### src/design/adm_regs.vh
// Register indices, field positions, reset values and counts for the
// audio DAC mode control bank. Definitions only.
`ifndef ADM_REGS_VH
`define ADM_REGS_VH

`define ADM_WORD_BITS      5'h10
`define ADM_IDX_DONE       5'h08
`define ADM_RW_BIT         15

`define ADM_IDX_MUTE16     7'h07
`define ADM_IDX_DIS16      7'h08
`define ADM_IDX_FMT        7'h09
`define ADM_IDX_FLAG       7'h0a
`define ADM_IDX_READ       7'h0b
`define ADM_IDX_OVER       7'h0c
`define ADM_IDX_MUTE78     7'h12
`define ADM_IDX_DIS78      7'h13

`define ADM_FMT_ROLLOFF    5
`define ADM_FMT_CLKDIV     4
`define ADM_FMT_CLKOFF     3
`define ADM_FLAG_ZPOL      6
`define ADM_FLAG_PHASE     5
`define ADM_READ_INC       7
`define ADM_OVER_BIT       7

`define ADM_RST_MUTE16     6'h00
`define ADM_RST_MUTE78     2'h0
`define ADM_RST_DIS16      6'h00
`define ADM_RST_DIS78      2'h0
`define ADM_RST_FMT        6'h00
`define ADM_RST_FLAG       7'h00
`define ADM_RST_READ       8'h01
`define ADM_RST_OVER       8'h00

`define ADM_ATT_FULL       8'hff
`define ADM_ATT_MUTE       8'h80
`define ADM_ZERO_RUN       1024

`endif

### src/design/adm_chan.v
// One output channel: soft-mute attenuation ramp and zero-run detector.
// Assumes step and sample ticks are one-cycle pulses on the same clock.
`timescale 1ns/10ps
`default_nettype none
`include "adm_regs.vh"

module adm_chan #(
	parameter ZERO_RUN = `ADM_ZERO_RUN
) (
	input  wire       clk_i,
	input  wire       rst_n_i,
	input  wire       mute_i,
	input  wire [7:0] target_i,
	input  wire       step_tick_i,
	input  wire       sample_tick_i,
	input  wire       data_zero_i,
	output reg  [7:0] level_o,
	output reg        zero_o
);
	reg  [10:0] run_q;
	wire [7:0]  goal;
	wire        tgt_mute;

	// Any target at or below the mute code behaves as full mute
	assign tgt_mute = (target_i <= `ADM_ATT_MUTE);
	assign goal     = (mute_i | tgt_mute) ? `ADM_ATT_MUTE : target_i;

	always @(posedge clk_i or negedge rst_n_i) begin
		if (!rst_n_i) begin
			level_o <= `ADM_ATT_FULL;
		end else if (step_tick_i) begin
			if (level_o > goal)
				level_o <= level_o - 8'h01;
			else if (level_o < goal)
				level_o <= level_o + 8'h01;
		end
	end

	// Counter saturates so a long silence never wraps the flag off
	always @(posedge clk_i or negedge rst_n_i) begin
		if (!rst_n_i) begin
			run_q  <= 11'h000;
			zero_o <= 1'b0;
		end else if (sample_tick_i) begin
			if (!data_zero_i) begin
				run_q  <= 11'h000;
				zero_o <= 1'b0;
			end else if (run_q < ZERO_RUN[10:0]) begin
				run_q  <= run_q + 11'h001;
				zero_o <= (run_q == ZERO_RUN[10:0] - 11'h001);
			end
		end
	end
endmodule // adm_chan
`default_nettype wire

### src/design/adm_bank.v
// Mode control bank of an eight-channel audio DAC with its serial port.
// Assumes serial pins are asynchronous and slow against the system clock.
`timescale 1ns/10ps
`default_nettype none
`include "adm_regs.vh"

module adm_bank #(
	parameter ZERO_RUN = `ADM_ZERO_RUN
) (
	input  wire        CLK_SYS_I,
	input  wire        RST_N_I,
	input  wire        LATCH_N_I,
	input  wire        SER_CLK_I,
	input  wire        SER_DATA_I,
	output reg         SER_DATA_O,
	output reg         SER_DATA_OE_O,
	input  wire [63:0] ATTEN_TARGET_I,
	input  wire        STEP_TICK_I,
	input  wire        SAMPLE_TICK_I,
	input  wire [7:0]  CHANNEL_ZERO_I,
	output wire [63:0] ATTEN_LEVEL_O,
	output reg  [7:0]  CHANNEL_OUTPUT_DISABLE_O,
	output reg         FILTER_ROLLOFF_SELECT_O,
	output reg  [2:0]  AUDIO_FORMAT_SELECT_O,
	output reg         OUTPUT_PHASE_INVERT_O,
	output reg  [1:0]  DEEMPH_RATE_SELECT_O,
	output reg         DEEMPH_ENABLE_O,
	output reg         OVERSAMPLE_O,
	output reg  [7:0]  ZERO_FLAG_O,
	output reg         ZERO_ALL_O,
	output wire        SYSTEM_CLOCK_OUTPUT_O
);
	reg  [5:0]  mute16_q;
	reg  [1:0]  mute78_q;
	reg  [5:0]  dis16_q;
	reg  [1:0]  dis78_q;
	reg  [5:0]  fmt_q;
	reg  [6:0]  flag_q;
	reg  [7:0]  read_q;
	reg  [7:0]  over_q;
	reg  [2:0]  latch_s_q;
	reg  [2:0]  sclk_s_q;
	reg  [2:0]  sdat_s_q;
	reg         latch_f_q;
	reg         sclk_f_q;
	reg         sdat_f_q;
	reg         sclk_prev_q;
	reg  [15:0] shift_q;
	reg  [4:0]  cnt_q;
	reg  [7:0]  out_q;
	reg  [6:0]  ptr_q;
	reg         rd_q;
	reg         div_q;
	reg         clk_off_q;
	reg         clk_div_q;
	wire [7:0]  zero_raw;
	wire [15:0] word_d;
	wire        sclk_rise;
	wire        sclk_fall;
	wire        in_frame;
	wire        auto_inc;
	wire        zero_pol;

	// Readback decode; unmapped indices answer zero
	function [7:0] rd_mux;
		input [6:0] idx;
		begin
			case (idx)
				`ADM_IDX_MUTE16: rd_mux = {2'b00, mute16_q};
				`ADM_IDX_MUTE78: rd_mux = {6'h00, mute78_q};
				`ADM_IDX_DIS16:  rd_mux = {2'b00, dis16_q};
				`ADM_IDX_DIS78:  rd_mux = {6'h00, dis78_q};
				`ADM_IDX_FMT:    rd_mux = {2'b00, fmt_q};
				`ADM_IDX_FLAG:   rd_mux = {1'b0, flag_q};
				`ADM_IDX_READ:   rd_mux = read_q;
				`ADM_IDX_OVER:   rd_mux = over_q;
				default:         rd_mux = 8'h00;
			endcase
		end
	endfunction

	// Three-stage synchronisers; a level counts once stages two and three agree
	always @(posedge CLK_SYS_I or negedge RST_N_I) begin
		if (!RST_N_I) begin
			latch_s_q   <= 3'b111;
			sclk_s_q    <= 3'b000;
			sdat_s_q    <= 3'b000;
			latch_f_q   <= 1'b1;
			sclk_f_q    <= 1'b0;
			sdat_f_q    <= 1'b0;
			sclk_prev_q <= 1'b0;
		end else begin
			latch_s_q   <= {latch_s_q[1:0], LATCH_N_I};
			sclk_s_q    <= {sclk_s_q[1:0], SER_CLK_I};
			sdat_s_q    <= {sdat_s_q[1:0], SER_DATA_I};
			if (latch_s_q[1] == latch_s_q[2])
				latch_f_q <= latch_s_q[2];
			if (sclk_s_q[1] == sclk_s_q[2])
				sclk_f_q <= sclk_s_q[2];
			if (sdat_s_q[1] == sdat_s_q[2])
				sdat_f_q <= sdat_s_q[2];
			sclk_prev_q <= sclk_f_q;
		end
	end

	assign in_frame  = ~latch_f_q;
	assign sclk_rise = in_frame & sclk_f_q & ~sclk_prev_q;
	assign sclk_fall = in_frame & ~sclk_f_q & sclk_prev_q;
	assign word_d    = {shift_q[14:0], sdat_f_q};
	assign auto_inc  = read_q[`ADM_READ_INC];

	// Serial frame: bit count, shift, read pointer and readback data
	always @(posedge CLK_SYS_I or negedge RST_N_I) begin
		if (!RST_N_I) begin
			shift_q <= 16'h0000;
			cnt_q   <= 5'h00;
			out_q   <= 8'h00;
			ptr_q   <= 7'h00;
			rd_q    <= 1'b0;
		end else if (!in_frame) begin
			cnt_q <= 5'h00;
			rd_q  <= 1'b0;
		end else if (sclk_rise) begin
			shift_q <= word_d;
			if (cnt_q == `ADM_IDX_DONE - 5'h01) begin
				cnt_q <= `ADM_IDX_DONE;
				rd_q  <= word_d[7];
				if (word_d[7]) begin
					// Burst starts at the addressed index, single read at the read index
					ptr_q <= auto_inc ? word_d[6:0] : read_q[6:0];
					out_q <= rd_mux(auto_inc ? word_d[6:0] : read_q[6:0]);
				end
			end else if (cnt_q == `ADM_WORD_BITS - 5'h01) begin
				if (rd_q && auto_inc && ptr_q != read_q[6:0]) begin
					cnt_q <= `ADM_IDX_DONE;
					ptr_q <= ptr_q + 7'h01;
					out_q <= rd_mux(ptr_q + 7'h01);
				end else begin
					cnt_q <= `ADM_WORD_BITS;
				end
			end else if (cnt_q != `ADM_WORD_BITS) begin
				cnt_q <= cnt_q + 5'h01;
				if (cnt_q >= `ADM_IDX_DONE)
					out_q <= {out_q[6:0], 1'b0};
			end
		end
	end

	// Read data driven only in the data half of a read word
	always @(posedge CLK_SYS_I or negedge RST_N_I) begin
		if (!RST_N_I) begin
			SER_DATA_O    <= 1'b0;
			SER_DATA_OE_O <= 1'b0;
		end else if (!in_frame) begin
			SER_DATA_OE_O <= 1'b0;
			SER_DATA_O    <= 1'b0;
		end else if (sclk_fall) begin
			SER_DATA_OE_O <= rd_q && cnt_q >= `ADM_IDX_DONE && cnt_q != `ADM_WORD_BITS;
			SER_DATA_O    <= out_q[7];
		end
	end

	// Register writes on the last bit of a write word; reserved bits are dropped
	always @(posedge CLK_SYS_I or negedge RST_N_I) begin
		if (!RST_N_I) begin
			mute16_q <= `ADM_RST_MUTE16;
			mute78_q <= `ADM_RST_MUTE78;
			dis16_q  <= `ADM_RST_DIS16;
			dis78_q  <= `ADM_RST_DIS78;
			fmt_q    <= `ADM_RST_FMT;
			flag_q   <= `ADM_RST_FLAG;
			read_q   <= `ADM_RST_READ;
			over_q   <= `ADM_RST_OVER;
		end else if (sclk_rise && cnt_q == `ADM_WORD_BITS - 5'h01 && !rd_q
				&& !shift_q[`ADM_RW_BIT - 1]) begin
			// Index from the full word, as shift_q still lags one bit here
			case (word_d[14:8])
				`ADM_IDX_MUTE16: mute16_q <= word_d[5:0];
				`ADM_IDX_MUTE78: mute78_q <= word_d[1:0];
				`ADM_IDX_DIS16:  dis16_q  <= word_d[5:0];
				`ADM_IDX_DIS78:  dis78_q  <= word_d[1:0];
				`ADM_IDX_FMT:    fmt_q    <= word_d[5:0];
				`ADM_IDX_FLAG:   flag_q   <= word_d[6:0];
				`ADM_IDX_READ:   read_q   <= word_d[7:0];
				`ADM_IDX_OVER:   over_q   <= word_d[7:0];
				default: ;
			endcase
		end
	end

	// Channels: ramp and zero detection
	genvar ch;
	generate
		for (ch = 0; ch < 8; ch = ch + 1) begin : g_ch
			wire mute_bit;
			assign mute_bit = (ch < 6) ? mute16_q[ch % 6] : mute78_q[ch % 2];
			adm_chan #(
				.ZERO_RUN      (ZERO_RUN)
			) u_chan (
				.clk_i         (CLK_SYS_I),
				.rst_n_i       (RST_N_I),
				.mute_i        (mute_bit),
				.target_i      (ATTEN_TARGET_I[ch*8 +: 8]),
				.step_tick_i   (STEP_TICK_I),
				.sample_tick_i (SAMPLE_TICK_I),
				.data_zero_i   (CHANNEL_ZERO_I[ch]),
				.level_o       (ATTEN_LEVEL_O[ch*8 +: 8]),
				.zero_o        (zero_raw[ch])
			);
		end
	endgenerate

	assign zero_pol = flag_q[`ADM_FLAG_ZPOL];

	// Mode outputs registered from the bank
	always @(posedge CLK_SYS_I or negedge RST_N_I) begin
		if (!RST_N_I) begin
			CHANNEL_OUTPUT_DISABLE_O <= 8'h00;
			FILTER_ROLLOFF_SELECT_O  <= 1'b0;
			AUDIO_FORMAT_SELECT_O    <= 3'h0;
			OUTPUT_PHASE_INVERT_O    <= 1'b0;
			DEEMPH_RATE_SELECT_O     <= 2'h0;
			DEEMPH_ENABLE_O          <= 1'b0;
			OVERSAMPLE_O             <= 1'b0;
			ZERO_FLAG_O              <= 8'h00;
			ZERO_ALL_O               <= 1'b0;
		end else begin
			CHANNEL_OUTPUT_DISABLE_O <= {dis78_q, dis16_q};
			FILTER_ROLLOFF_SELECT_O  <= fmt_q[`ADM_FMT_ROLLOFF];
			AUDIO_FORMAT_SELECT_O    <= fmt_q[2:0];
			OUTPUT_PHASE_INVERT_O    <= flag_q[`ADM_FLAG_PHASE];
			DEEMPH_RATE_SELECT_O     <= flag_q[4:3];
			DEEMPH_ENABLE_O          <= |flag_q[2:0];
			OVERSAMPLE_O             <= over_q[`ADM_OVER_BIT];
			ZERO_FLAG_O              <= zero_raw ^ {8{zero_pol}};
			ZERO_ALL_O               <= (&zero_raw) ^ zero_pol;
		end
	end

	// Clock output; controls retimed on the falling edge to keep the mux glitch-free
	always @(negedge CLK_SYS_I or negedge RST_N_I) begin
		if (!RST_N_I) begin
			clk_off_q <= 1'b0;
			clk_div_q <= 1'b0;
		end else begin
			clk_off_q <= fmt_q[`ADM_FMT_CLKOFF];
			clk_div_q <= fmt_q[`ADM_FMT_CLKDIV];
		end
	end

	always @(posedge CLK_SYS_I or negedge RST_N_I) begin
		if (!RST_N_I)
			div_q <= 1'b0;
		else
			div_q <= ~div_q;
	end

	// Full rate passes the input clock straight through
	assign SYSTEM_CLOCK_OUTPUT_O = clk_off_q ? 1'b0 :
		(clk_div_q ? div_q : CLK_SYS_I);
endmodule // adm_bank
`default_nettype wire

### config.mk
export PLATFORM = sky130hd
export DESIGN_NAME = adm_bank
export DESIGN_NICKNAME = d
export VERILOG_FILES = /design/src/design/adm_chan.v /design/src/design/adm_bank.v
export VERILOG_INCLUDE_DIRS = /design/src /design/src/design
export SDC_FILE = /design/constraint.sdc
export NUM_CORES = 1
export LEC_CHECK = 0
export BUFFER_PORTS_ARGS = -buffer_cell sky130_fd_sc_hd__buf_2
export CORE_UTILIZATION = 53
export CTS_BUF_LIST = sky130_fd_sc_hd__clkbuf_4 sky130_fd_sc_hd__clkbuf_8
export DETAILED_ROUTE_END_ITERATION = 7
export PLACE_DENSITY = 0.7
export SLEW_MARGIN = 20
export SYNTH_ARGS = -nofsm -noshare
export SYNTH_HDL_FRONTEND = slang
export SYNTH_SLANG_ARGS = --single-unit
### constraint.sdc
create_clock -name CLK_SYS_I -period 3.5 [get_ports CLK_SYS_I]
set_input_delay 0.7 -clock CLK_SYS_I [delete_from_list [all_inputs] [get_ports CLK_SYS_I]]
set_output_delay 0.7 -clock CLK_SYS_I [all_outputs]
set_load 0.05 [all_outputs]
# Yosys cells after proc, flatten, opt, wreduce, memory -nomap -nowiden

Cells that the tools add are included.
Widths: inputs -> output; s select.

Register bits: 285
Latch bits: 0
Memory bits (writable): 0
Bits in read-only memories: 0
Output and inout port bits: 93
Memories kept: 0

$add $sub $neg: 26
Multiply operators: 0
Div/mod/pow operators: 0
Magnitude comparators: 33
Equality and inequality tests: 49
Shifts and indexed selects: 0
Mux-type cells: 84
Bitwise gates (word level): 18
Reduce and logical (&&, ||, !) cells: 56

Operator list:

| cell                  | number |
|---|---|
| $mux 8                | 30 |
| $mux 11               | 16 |
| $pmux 8 s8            | 2 |
| $eq 7x4->1 const B    | 15 |
| $add 11x1->11 const B | 8 |
| $eq 11x10->1 const B  | 8 |
| $lt 11x11->1 const B  | 8 |
| $add 8x1->8 const B   | 8 |
| $gt 8x8->1            | 8 |
| $le 8x8->1 const B    | 8 |
| $lt 8x8->1            | 8 |
| $sub 8x1->8 const B   | 8 |
| $reduce_and 2->1      | 27 |
| $eq 7x5->1 const B    | 6 |
| $mux 7                | 5 |
| $mux 5                | 6 |
| $reduce_bool 2->1     | 13 |
| $mux 1                | 25 |
| $eq 7x3->1 const B    | 3 |
| $ne 2x1->1 const B    | 8 |
| $or 1x1->1            | 8 |
| $reduce_and 8->1      | 1 |
| $xor 8x8->8           | 1 |
| $add 7x1->7 const B   | 1 |
| 19 further kinds      | 35 |

# Longest topological paths before layout

Gate-level depths: netlist of the first run.

Depth in word-level cells: 7
Gate-level depth with buffers: 16
Mapped depth without buffers: 16

# Hierarchy

From an unflattened synthesis of the first run, not the netlist that was laid out.

Cell total of the unflattened synthesis: 1,820
Area total of the unflattened synthesis: 17,226.5 sq um

By module, submodules not included:

| module                        | instances | cells each | area an instance (sq um) | sequential area each (sq um) |
|---|---|---|---|---|
| adm_chan (g_ch[0].u_chan ...) | 5         | 153        | 1,373.8                  | 510.5 |
| adm_bank                      | 1         | 596        | 6,224.7                  | 3,134.3 |
| adm_chan (g_ch[3].u_chan)     | 1         | 154        | 1,381.3                  | 510.5 |
| adm_chan (g_ch[7].u_chan)     | 1         | 151        | 1,378.8                  | 510.5 |
| adm_chan (g_ch[1].u_chan)     | 1         | 154        | 1,372.6                  | 510.5 |

==> reports/metrics.csv, run 1 <==
metric;value;unit
nets;2156;
max-slew-margin-rel;0.385;
hp-class;in2reg;
seqCellArea;7220;sq um
maxSlewViolCount;0;
path_cells;mux2i_1 -> nor2_2 -> buf_6;
drc;0;
critical_path_buf_inv_count;1;
dr.first_iter.drc_count;790;
power_switching;7.00;mW
status;finished, violations left;
post-place-ws;-68.7;ps
drv_cap;0;
path_class;reg2out;
drt_wl_total;39.9;mm
die_w;179;um
slowest_stage;dfrtn_1;
port_buffers;171;
peakVddDrop;0.000420;V
clkTransAtPathRegs;60;ps
multi_input_area;9040;sq um
syn2layout_area_growth;16.9;%
synthArstFlopShare;1.00;
ys_ff_latch;285;
arrival;3230;ps
setup_viol;2;
grt_max_degree;120;
viasPerCell;5.67;
finClkSkew;23.8;ps
failed_checks;setup timing;
ios;172;
p_per_area;862;nW/um^2
ys_types;71;
crit_path_start_kind;register;
core;30700;sq um
worst_slack;-434;ps
place_congestion;0.943;
intPower;9.71;mW
drive_gt1_frac;0.235;
ys_warn_count;0;
synth_edf_count;0;
crit_path_max_incr_delay;400;ps
die_h;179;um
end_kind;output port;
hold_viol_final;0;
p_seq_frac;0.289;
worstPathMaxFanout;1;
first_global_vias;13138;
rsz0062_at_grt;true;
ys_seq_area_frac;0.436;
grt.overflow.total;0;
die_area;32000;sq um
power_frac_comb;0.493;
antenna_found_initial;1;
track_usage;0.255;
power.total;16.7;mW
wl_per_cell;16.8;um
worst_slew_pin_slew;923;ps
synth_cells;1718;
timing.setup.tns;-434;ps
initial_utilization;0.540;
fillers;2585;
clock_latency;690;ps
ys.flop_type;dfrtp_1;
cts_tree;yes;
r2r_slack;260;ps
firstDrtPassIters;5;
required;2800;ps
grt_pass1_wl;64.7;mm
ant_nets;0;
critPathTopFamily;flip-flops;
p_leak;9.16;nW
syn_avg_cell_area;9.64;sq um
core.rowCount;64;
syn_area;16600;sq um
dr_total_vias;13462;
clkPwrFrac;0.218;
hpwl;28.7;mm
switching_share;0.419;
## cell type report
cell class | instances | share of cell area
inverter | 42 | 0.00814
clock buffer | 79 | 0.0515
antenna | 1 | 0.000129
multi-input combinational | 1339 | 0.467
sequential | 285 | 0.373
timing repair buffer | 221 | 0.0650
tap | 396 | 0.0256
clock inverter | 13 | 0.0103
## per-layer routing
metal  wire length [um]  vias up  global-route usage
met1              18000     6406               0.333
met4               1380        0               0.102
met2              18200      385               0.413
met3               2310       93              0.0515
met5                  0        -                   0
li1                   -     6578                   -
## flip-flops by register name, indices dropped and copies added, names as in the netlist, 7 cells and up
signal and cells:
g_ch.u_chan.run_q 88, CHANNEL_OUTPUT_DISABLE_O 8, ZERO_FLAG_O 8, out_q 8, over_q 8, ptr_q 7, read_q 8, flag_q 7
g_ch.u_chan.zero_o 8, shift_q 15, g_ch.u_chan.level_o 64
## synthesized netlist by cell type, types with 23 or more instances
library cell  count  area share
nand2_1         281       0.064
inv_1            42      0.0095
dfstp_2          69        0.11
dfrtp_1         214        0.32
nor2b_1          41       0.015
or3_1            29       0.011
and3_1           23      0.0087
mux2_2           49       0.033
a21oi_1          81       0.024
nand4_1          34       0.013
xnor2_1          43       0.023
nor3_1           31      0.0094
clkbuf_1         45       0.010
ha_1            127       0.096
nor2_1           97       0.022
xor2_1           83       0.044
o21ai_0         133       0.040
## cells by family (layout without fill, tap and decap cells)
| kind of cell | Yosys count | count (layout) | synth area share |
|---|---|---|---|
| other | 1 | 9 | 0.000226 |
| AOI/OAI and AO/OA | 384 | 384 | 0.146 |
| buffers and inverters | 101 | 355 | 0.0245 |
| muxes | 58 | 58 | 0.0387 |
| DFF | 285 | 285 | 0.436 |
| and+or+nand+nor | 625 | 625 | 0.181 |
| adders and majority gates | 138 | 138 | 0.107 |
| xor gates and xnor gates | 126 | 126 | 0.0666 |
## through the flow
step	hold slack (ps)	cells	utilization	instance area, sq um
floorplan	331	1725	-	16600
global placement	337	2283	0.591	18100
detailed placement	337	2283	0.591	18100
CTS	84.5	2375	0.630	19300
global route	88.5	2376	0.632	19400
finish	125	2376	0.632	19400
## worst register-to-register path: cells and delay by family, from the launching register on
| family | cells | cell delay, ps |
|---|---|---|
| fa+ha+maj | 2 | 630 |
| xor+xnor | 1 | 160 |
| compound gates | 7 | 1130 |
| flops | 1 | 470 |
| simple gates | 4 | 520 |
| buf+inv | 2 | 270 |
## power groups by stage
| stage | Clock, mW | Combinational [mW] | Sequential, mW |
|---|---|---|---|
| 2_1_floorplan | 0.0586 | 5.00 | 5.95 |
| 3_3_place_gp | 0.0683 | 7.85 | 4.86 |
| 3_5_place_dp | 0.0683 | 8.09 | 4.88 |
| 4_1_cts | 3.75 | 8.16 | 4.82 |
| 5_1_grt | 3.90 | 9.22 | 4.90 |
| 6_report | 3.64 | 8.24 | 4.83 |
## repair_timing
action / in CTS / in global routing
hold buffers: 1 / 0
buffers inserted: 0 / 0
gates resized for setup: 2 / 12
endpoints found under the setup margin: 2 / 12
hold endpoints to repair: 16 / 0
pin swaps: 0 / 0
## layout by cell type (no fill, tap or decap), types with 49 or more instances in the layout
master	n
a21oi_1	81
buf_2	169
buf_4	49
clkbuf_8	64
dfrtp_1	212
dfstp_2	69
ha_1	127
mux2_2	49
nand2_1	281
nor2_1	96
o21ai_0	133
xor2_1	83
## worst paths after layout
path                                               from                                     to  depth (start not counted)
min in group asynchronous                       RST_N_I  CHANNEL_OUTPUT_DISABLE_O[0]$_DFF_PN0_                          2
worst min-delay path                          LATCH_N_I                 latch_s_q[0]$_DFF_PN1_                          1
worst max register to register  mute78_q[0]$_DFFE_PN0P_  g_ch[6].u_chan.level_o[6]$_DFFE_PN1P_                         16
max in group asynchronous                       RST_N_I                    clk_off_q$_DFF_NN0_                          2
worst min register to register    sclk_s_q[0]$_DFF_PN0_                  sclk_s_q[1]$_DFF_PN0_                          0
worst max-delay path                clk_div_q$_DFF_NN0_                  SYSTEM_CLOCK_OUTPUT_O                          3
Power figures use the tool's default switching activity.
==> run 2: changes to the inputs <==
SYNTH_HIERARCHICAL = 1   (was not set)
==> reports/metrics.csv, run 2 <==
metric;value;unit;change
drv_cap;0;;unchanged
dr.first_iter.drc_count;880;;+11%
hold_viol_final;0;;unchanged
synth_cells;1820;;+5.9%
die_w;182;um;+1.9%
grt_max_degree;162;;+35%
port_buffers;171;;unchanged
reg_top3;g_ch.u_chan/run_q x88, g_ch.u_chan/level_o x64, shift_q x15;;
largest_register_ff_count;88;;unchanged
worst_slack;-429;ps;+5.48 ps
clkTransAtPathRegs;60;ps;about the same
p_per_area;902;nW/um^2;+4.6%
arrival;3230;ps;about the same
syn2layout_area_growth;18.8;%;
dp_cells;2469;;+8.1%
place_area;19200;sq um;+5.9%
core.rowCount;65;;+1.6%
synth_edf_count;0;;unchanged
critPathTopFamily;flip-flops;;
failed_checks;setup timing;;
drc;0;;unchanged
ant_nets;0;;unchanged
ys_seq_area_frac;0.419;;-0.0167
firstDrtPassIters;5;;unchanged
core;31800;sq um;+3.7%
end_kind;output port;;
ys_types;79;;+11%
critical_path_buf_inv_count;1;;unchanged
synth_top_area_frac;0.311;;-0.0124
status;finished, violations left;;
dr_total_vias;14300;;+6.2%
r2r-start;mute16_q[1]$_DFFE_PN0P_;;
initial_utilization;0.542;;+0.00154
max-slew-margin-rel;0.345;;-0.0399
syn_avg_cell_area;9.47;sq um;-1.8%
first_global_vias;14198;;+8.1%
die_h;182;um;+1.9%
synthTopCellsByArea;dfrtp_1 31%, dfstp_2 11%, ha_1 9.2%, nand2_1 7.0%, mux2_2 4.6%;;
r2r_cells;15;;-1
postCtsSetupBuffers;0;;unchanged
worstPathMaxFanout;1;;unchanged
path_cells;mux2i_1 -> nor2_2 -> buf_6;;
ys.flop_type;dfrtp_1;;
post-route-cell-area;20500;sq um;+5.6%
timing.setup.tns;-429;ps;+5.48 ps
yosysMostFrequentCell;nand2_1;;
crit_path_start_kind;register;;
post-place-ws;-222;ps;-153 ps
ios;172;;unchanged
maxSlewViolCount;0;;unchanged
holdBufCountCts;0;;-1
die_area;33200;sq um;+3.9%
syn_area;17200;sq um;+4.0%
fin_cells;2565;;+8.0%
rsz0062_at_grt;true;;
hp-class;in2async;;
grt_pass1_wl;67.7;mm;+4.6%
final_common_cell;nand2_1;;
regMostFlops;g_ch.u_chan/run_q;;
nets;2303;;+6.8%
r2r-end;g_ch[1].u_chan/level_o[6]$_DFFE_PN1P_;;
grt.overflow.total;0;;unchanged
power.total;18.5;mW;+11%
drt_wl_total;40.5;mm;+1.5%
p_leak;9.80;nW;+7.1%
slowest_stage;dfrtn_1;;
worst_slew_pin_slew;982;ps;+59.9 ps
setup_viol;2;;unchanged
hpwl;29.1;mm;+1.3%
final_cell_mix;322 x nand2_1, 210 x dfrtp_1, 169 x buf_2;;
viasPerCell;5.58;;-1.6%
track_usage;0.247;;-0.00737
drive_gt1_frac;0.267;;+0.0318
required;2800;ps;about the same
antenna_found_initial;2;;+1
ys_top_cells_by_count;322 x nand2_1, 214 x dfrtp_1, 130 x a21oi_1;;
ys_ff_latch;285;;unchanged
cts_tree;yes;;
finClkSkew;18.6;ps;-5.18 ps
place_congestion;0.905;;-4.1%
clock_latency;680;ps;about the same
ys_warn_count;6;;+6
path_class;reg2out;;
r2r_slack;180;ps;-80 ps
fin_hold_ws;82.9;ps;-42.3 ps
synth_top_area_cell;dfrtp_1;;
synthArstFlopShare;1.00;;unchanged
syn-num-nets;2034;;
post-route-util;0.644;;+0.0119
peakVddDrop;0.000621;V;+48%
crit_path_max_incr_delay;400;ps;about the same
crit_start;clk_div_q$_DFF_NN0_;;
wl_per_cell;15.8;um;-5.9%
run 2: cell types whose count changed in the layout (fill, tap and decap cells not counted), sizes merged, moves of 22 or more:
cell	change
nand2	+49
mux2	+45
a21oi	+50
nand3	+34
buf	+47
o21ai	-32
nor3	-22
nand4	-26
run 2: how the worst max path moves through the flow:
stage	end	slack, ps	cells past startpoint
after CTS	SYSTEM_CLOCK_OUTPUT_O	-460	3
after global routing	SYSTEM_CLOCK_OUTPUT_O	-490	3
after global placement	g_ch[1].u_chan/level_o[6]$_DFFE_PN1P_	-180	16
after detailed placement	g_ch[1].u_chan/level_o[6]$_DFFE_PN1P_	-220	16
after floorplan	g_ch[7].u_chan/level_o[7]$_DFFE_PN1P_	-30	12
final	SYSTEM_CLOCK_OUTPUT_O	-430	3
run 2: metal layers:
| metal | vias up | GRT usage | wire length, um |
|---|---|---|---|
| met1 | 6845 | 0.320 | 17900 |
| met5 | - | 0 | 0 |
| met3 | 85 | 0.0485 | 2200 |
| li1 | 6977 | - | - |
| met2 | 393 | 0.416 | 19500 |
| met4 | 0 | 0.0787 | 906 |
run 2: cells by family (layout without fill, tap and decap cells):
family | Yosys count | after routing | synth area share
AOI/OAI and AO/OA | 369 | 369 | 0.133
xor gates and xnor gates | 94 | 94 | 0.0482
adders and majority gates | 138 | 138 | 0.103
buffers and inverters | 116 | 425 | 0.0265
DFF | 285 | 285 | 0.419
muxes | 123 | 123 | 0.0783
other | 8 | 9 | 0.00174
and+or+nand+nor | 687 | 687 | 0.190
run 2: report_power, final:
group          leakage (nW)  switching, mW  internal [mW]
Sequential             3.69          0.662           4.15
Clock                 0.632           1.47           2.08
Combinational          5.49           5.52           4.58
Total                  9.80           7.64           10.8
run 2: timing repair:
action | 4_1_cts | 5_1_grt
pin swaps | 0 | 1
gates resized for setup | 2 | 35
endpoints found under the setup margin | 2 | 25
run 2: cell type report:
cell class                      instances  area (sq um)
Antenna cell                            1          2.50
Clock buffer                           85          1060
Clock inverter                         11           133
Fill cell                            2604         11300
Inverter                               62           233
Multi-Input combinational cell       1419          9670
Sequential cell                       285          7220
Tap cell                              435           544
Timing Repair Buffer                  267          1600
run 2: worst register-to-register path, stage by stage, from the launching register on:
cell and delay, ps:
dfrtp_2 460, nor2b_4 210, nand2_1 80, ha_1 300, a21oi_1 80, o21ai_0 230
a21oi_1 80, or2_2 310, buf_4 140, fa_1 420, nor2b_4 130, o21ai_2 60
a21boi_1 210, o21a_1 170, o21ai_0 110, a41o_1 250
==> run 3: changes to the inputs <==
SETUP_SLACK_MARGIN = 0.15   (was not set)
==> reports/metrics.csv, run 3 (synthesized netlist as in run 2, its figures left out) <==
metric;value;unit;change
status;finished, violations left;;
failed_checks;setup timing;;
largest_register_ff_count;88;;unchanged
drive_gt1_frac;0.288;;+0.0210
peakVddDrop;0.000522;V;-16%
worst_slew_pin_slew;916;ps;-66.9 ps
fillers;2617;;+0.50%
die_w;182;um;unchanged
place_congestion;0.902;;-0.32%
rsz0062_at_grt;true;;
crit_start;clk_div_q$_DFF_NN0_;;
antenna_found_initial;1;;-1
grt.overflow.total;0;;unchanged
setup_viol;2;;unchanged
seqCellArea;7230;sq um;about the same
ant_nets;0;;unchanged
drc;0;;unchanged
drt_wl_total;40.4;mm;-0.32%
p_per_area;906;nW/um^2;+0.41%
track_usage;0.239;;-0.00769
port_buffers;171;;unchanged
first_global_vias;13717;;-3.4%
clkTransAtPathRegs;60;ps;about the same
arrival;3220;ps;about the same
crit_path_max_incr_delay;400;ps;about the same
post-route-util;0.649;;+0.00571
hpwl;28.1;mm;-3.5%
viasPerCell;5.63;;+1.1%
r2r-start;mute78_q[1]$_DFFE_PN0P_;;
final_cell_mix;313 x nand2_1, 206 x dfrtp_1, 169 x buf_2;;
regMostFlops;g_ch.u_chan/run_q;;
die_h;182;um;unchanged
die_area;33200;sq um;unchanged
end_kind;output port;;
slowest_stage;dfrtn_1;;
multi_input_area;9990;sq um;+3.4%
power.total;18.7;mW;+1.3%
drv_cap;0;;unchanged
core.rowCount;65;;unchanged
hold_start;LATCH_N_I;;
initial_utilization;0.542;;unchanged
ios;172;;unchanged
dr_total_vias;14332;;+0.22%
required;2800;ps;about the same
dr.first_iter.drc_count;983;;+12%
path_class;reg2out;;
worstPathMaxFanout;1;;unchanged
p_leak;9.77;nW;-0.32%
final_common_cell;nand2_1;;
firstDrtPassIters;6;;+1
hold_viol_final;0;;unchanged
wl_per_cell;15.9;um;+0.50%
antenna_cells;0;;-1
reg_top3;g_ch.u_chan/run_q x88, g_ch.u_chan/level_o x64, shift_q x15;;
core;31800;sq um;unchanged
syn2layout_area_growth;19.9;%;
critPathTopFamily;flip-flops;;
nets;2282;;-0.91%
critical_path_buf_inv_count;1;;unchanged
worst_slack;-424;ps;+4.29 ps
clock_latency;690;ps;about the same
crit_path_start_kind;register;;
path_cells;mux2i_1 -> nor2_2 -> buf_6;;
maxSlewViolCount;0;;unchanged
cts_tree;yes;;
grt_max_degree;143;;-12%
finClkSkew;27.3;ps;+8.75 ps
max-slew-margin-rel;0.390;;+0.0446
grt_pass1_wl;65.7;mm;-2.9%
hp-class;in2reg;;
run 3: changes by cell type in the layout (fill, tap and decap cells not counted), sizes merged:
cell / delta
diode: -1
clkbuf: -2
dlygate4sd3: +1
inv: +2
clkinvlp: -2
buf: -21
clkinv: +1
bufinv: +1
run 3: timing repair:
item / CTS / global route
endpoints found under the setup margin: 3 / 23
gates resized for setup: 6 / 89
buffers inserted: 0 / 9
endpoints found under the hold margin: 2 / 0
hold buffers: 1 / 0
pin swaps: 0 / 28
run 3: per-stage QoR:
| stage | cells | hold slack, ps | TNS [ps] | area, sq um | setup slack [ps] |
|---|---|---|---|---|---|
| floorplan | 1820 | 331 | -26.4 | 17300 | -26.4 |
| global placement | 2439 | 338 | -177 | 19000 | -129 |
| detailed placement | 2439 | 336 | -706 | 19000 | -229 |
| CTS | 2535 | 60.7 | -447 | 20200 | -447 |
| global route | 2544 | 51.6 | -488 | 20600 | -488 |
| finish | 2544 | 96.9 | -424 | 20600 | -424 |
run 3: routing by layer:
layer  vias to the layer above  routed length (um)  part of all wire  track usage
li1                       6916                   -                 -            -
met5                         -                  10           0.00025            0
met1                      6945               17900              0.44        0.318
met3                        67                2340             0.058       0.0469
met2                       402               19400              0.48        0.399
met4                         2                 789             0.020       0.0679
run 3: final cells by class:
class	instances	share of cell area
multi-input combinational	1419	0.484
sequential	285	0.350
timing repair buffer	247	0.0714
clock buffer	83	0.0491
tap	435	0.0264
inverter	62	0.0113
clock inverter	13	0.00782
run 3: final timing paths:
kind / end / slack (ps) / cells past startpoint
setup / recovery: SYSTEM_CLOCK_OUTPUT_O / -420 / 3
hold / removal: latch_s_q[0]$_DFF_PN1_ / 100 / 1
setup reg to reg: g_ch[7].u_chan/level_o[7]$_DFFE_PN1P_ / 220 / 15
hold reg to reg: sclk_s_q[1]$_DFF_PN0_ / 350 / 0
max in group asynchronous: clk_div_q$_DFF_NN0_ / 1180 / 2
min in group asynchronous: fmt_q[4]$_DFFE_PN0P_ / 450 / 2
run 3: power by group:
part / internal, mW / switching (mW) / total (mW)
Sequential: 4.15 / 0.668 / 4.82
Combinational: 4.58 / 5.74 / 10.3
Clock: 2.08 / 1.48 / 3.56
Total: 10.8 / 7.89 / 18.7
run 3: worst register-to-register path: cells and delay by family, from the launching register on:
family	cells	cell delay, ps
simple gates	5	1030
fa+ha+maj	2	560
flops	1	440
compound gates	4	440
mux	1	310
buf+inv	2	290
xor+xnor	1	150
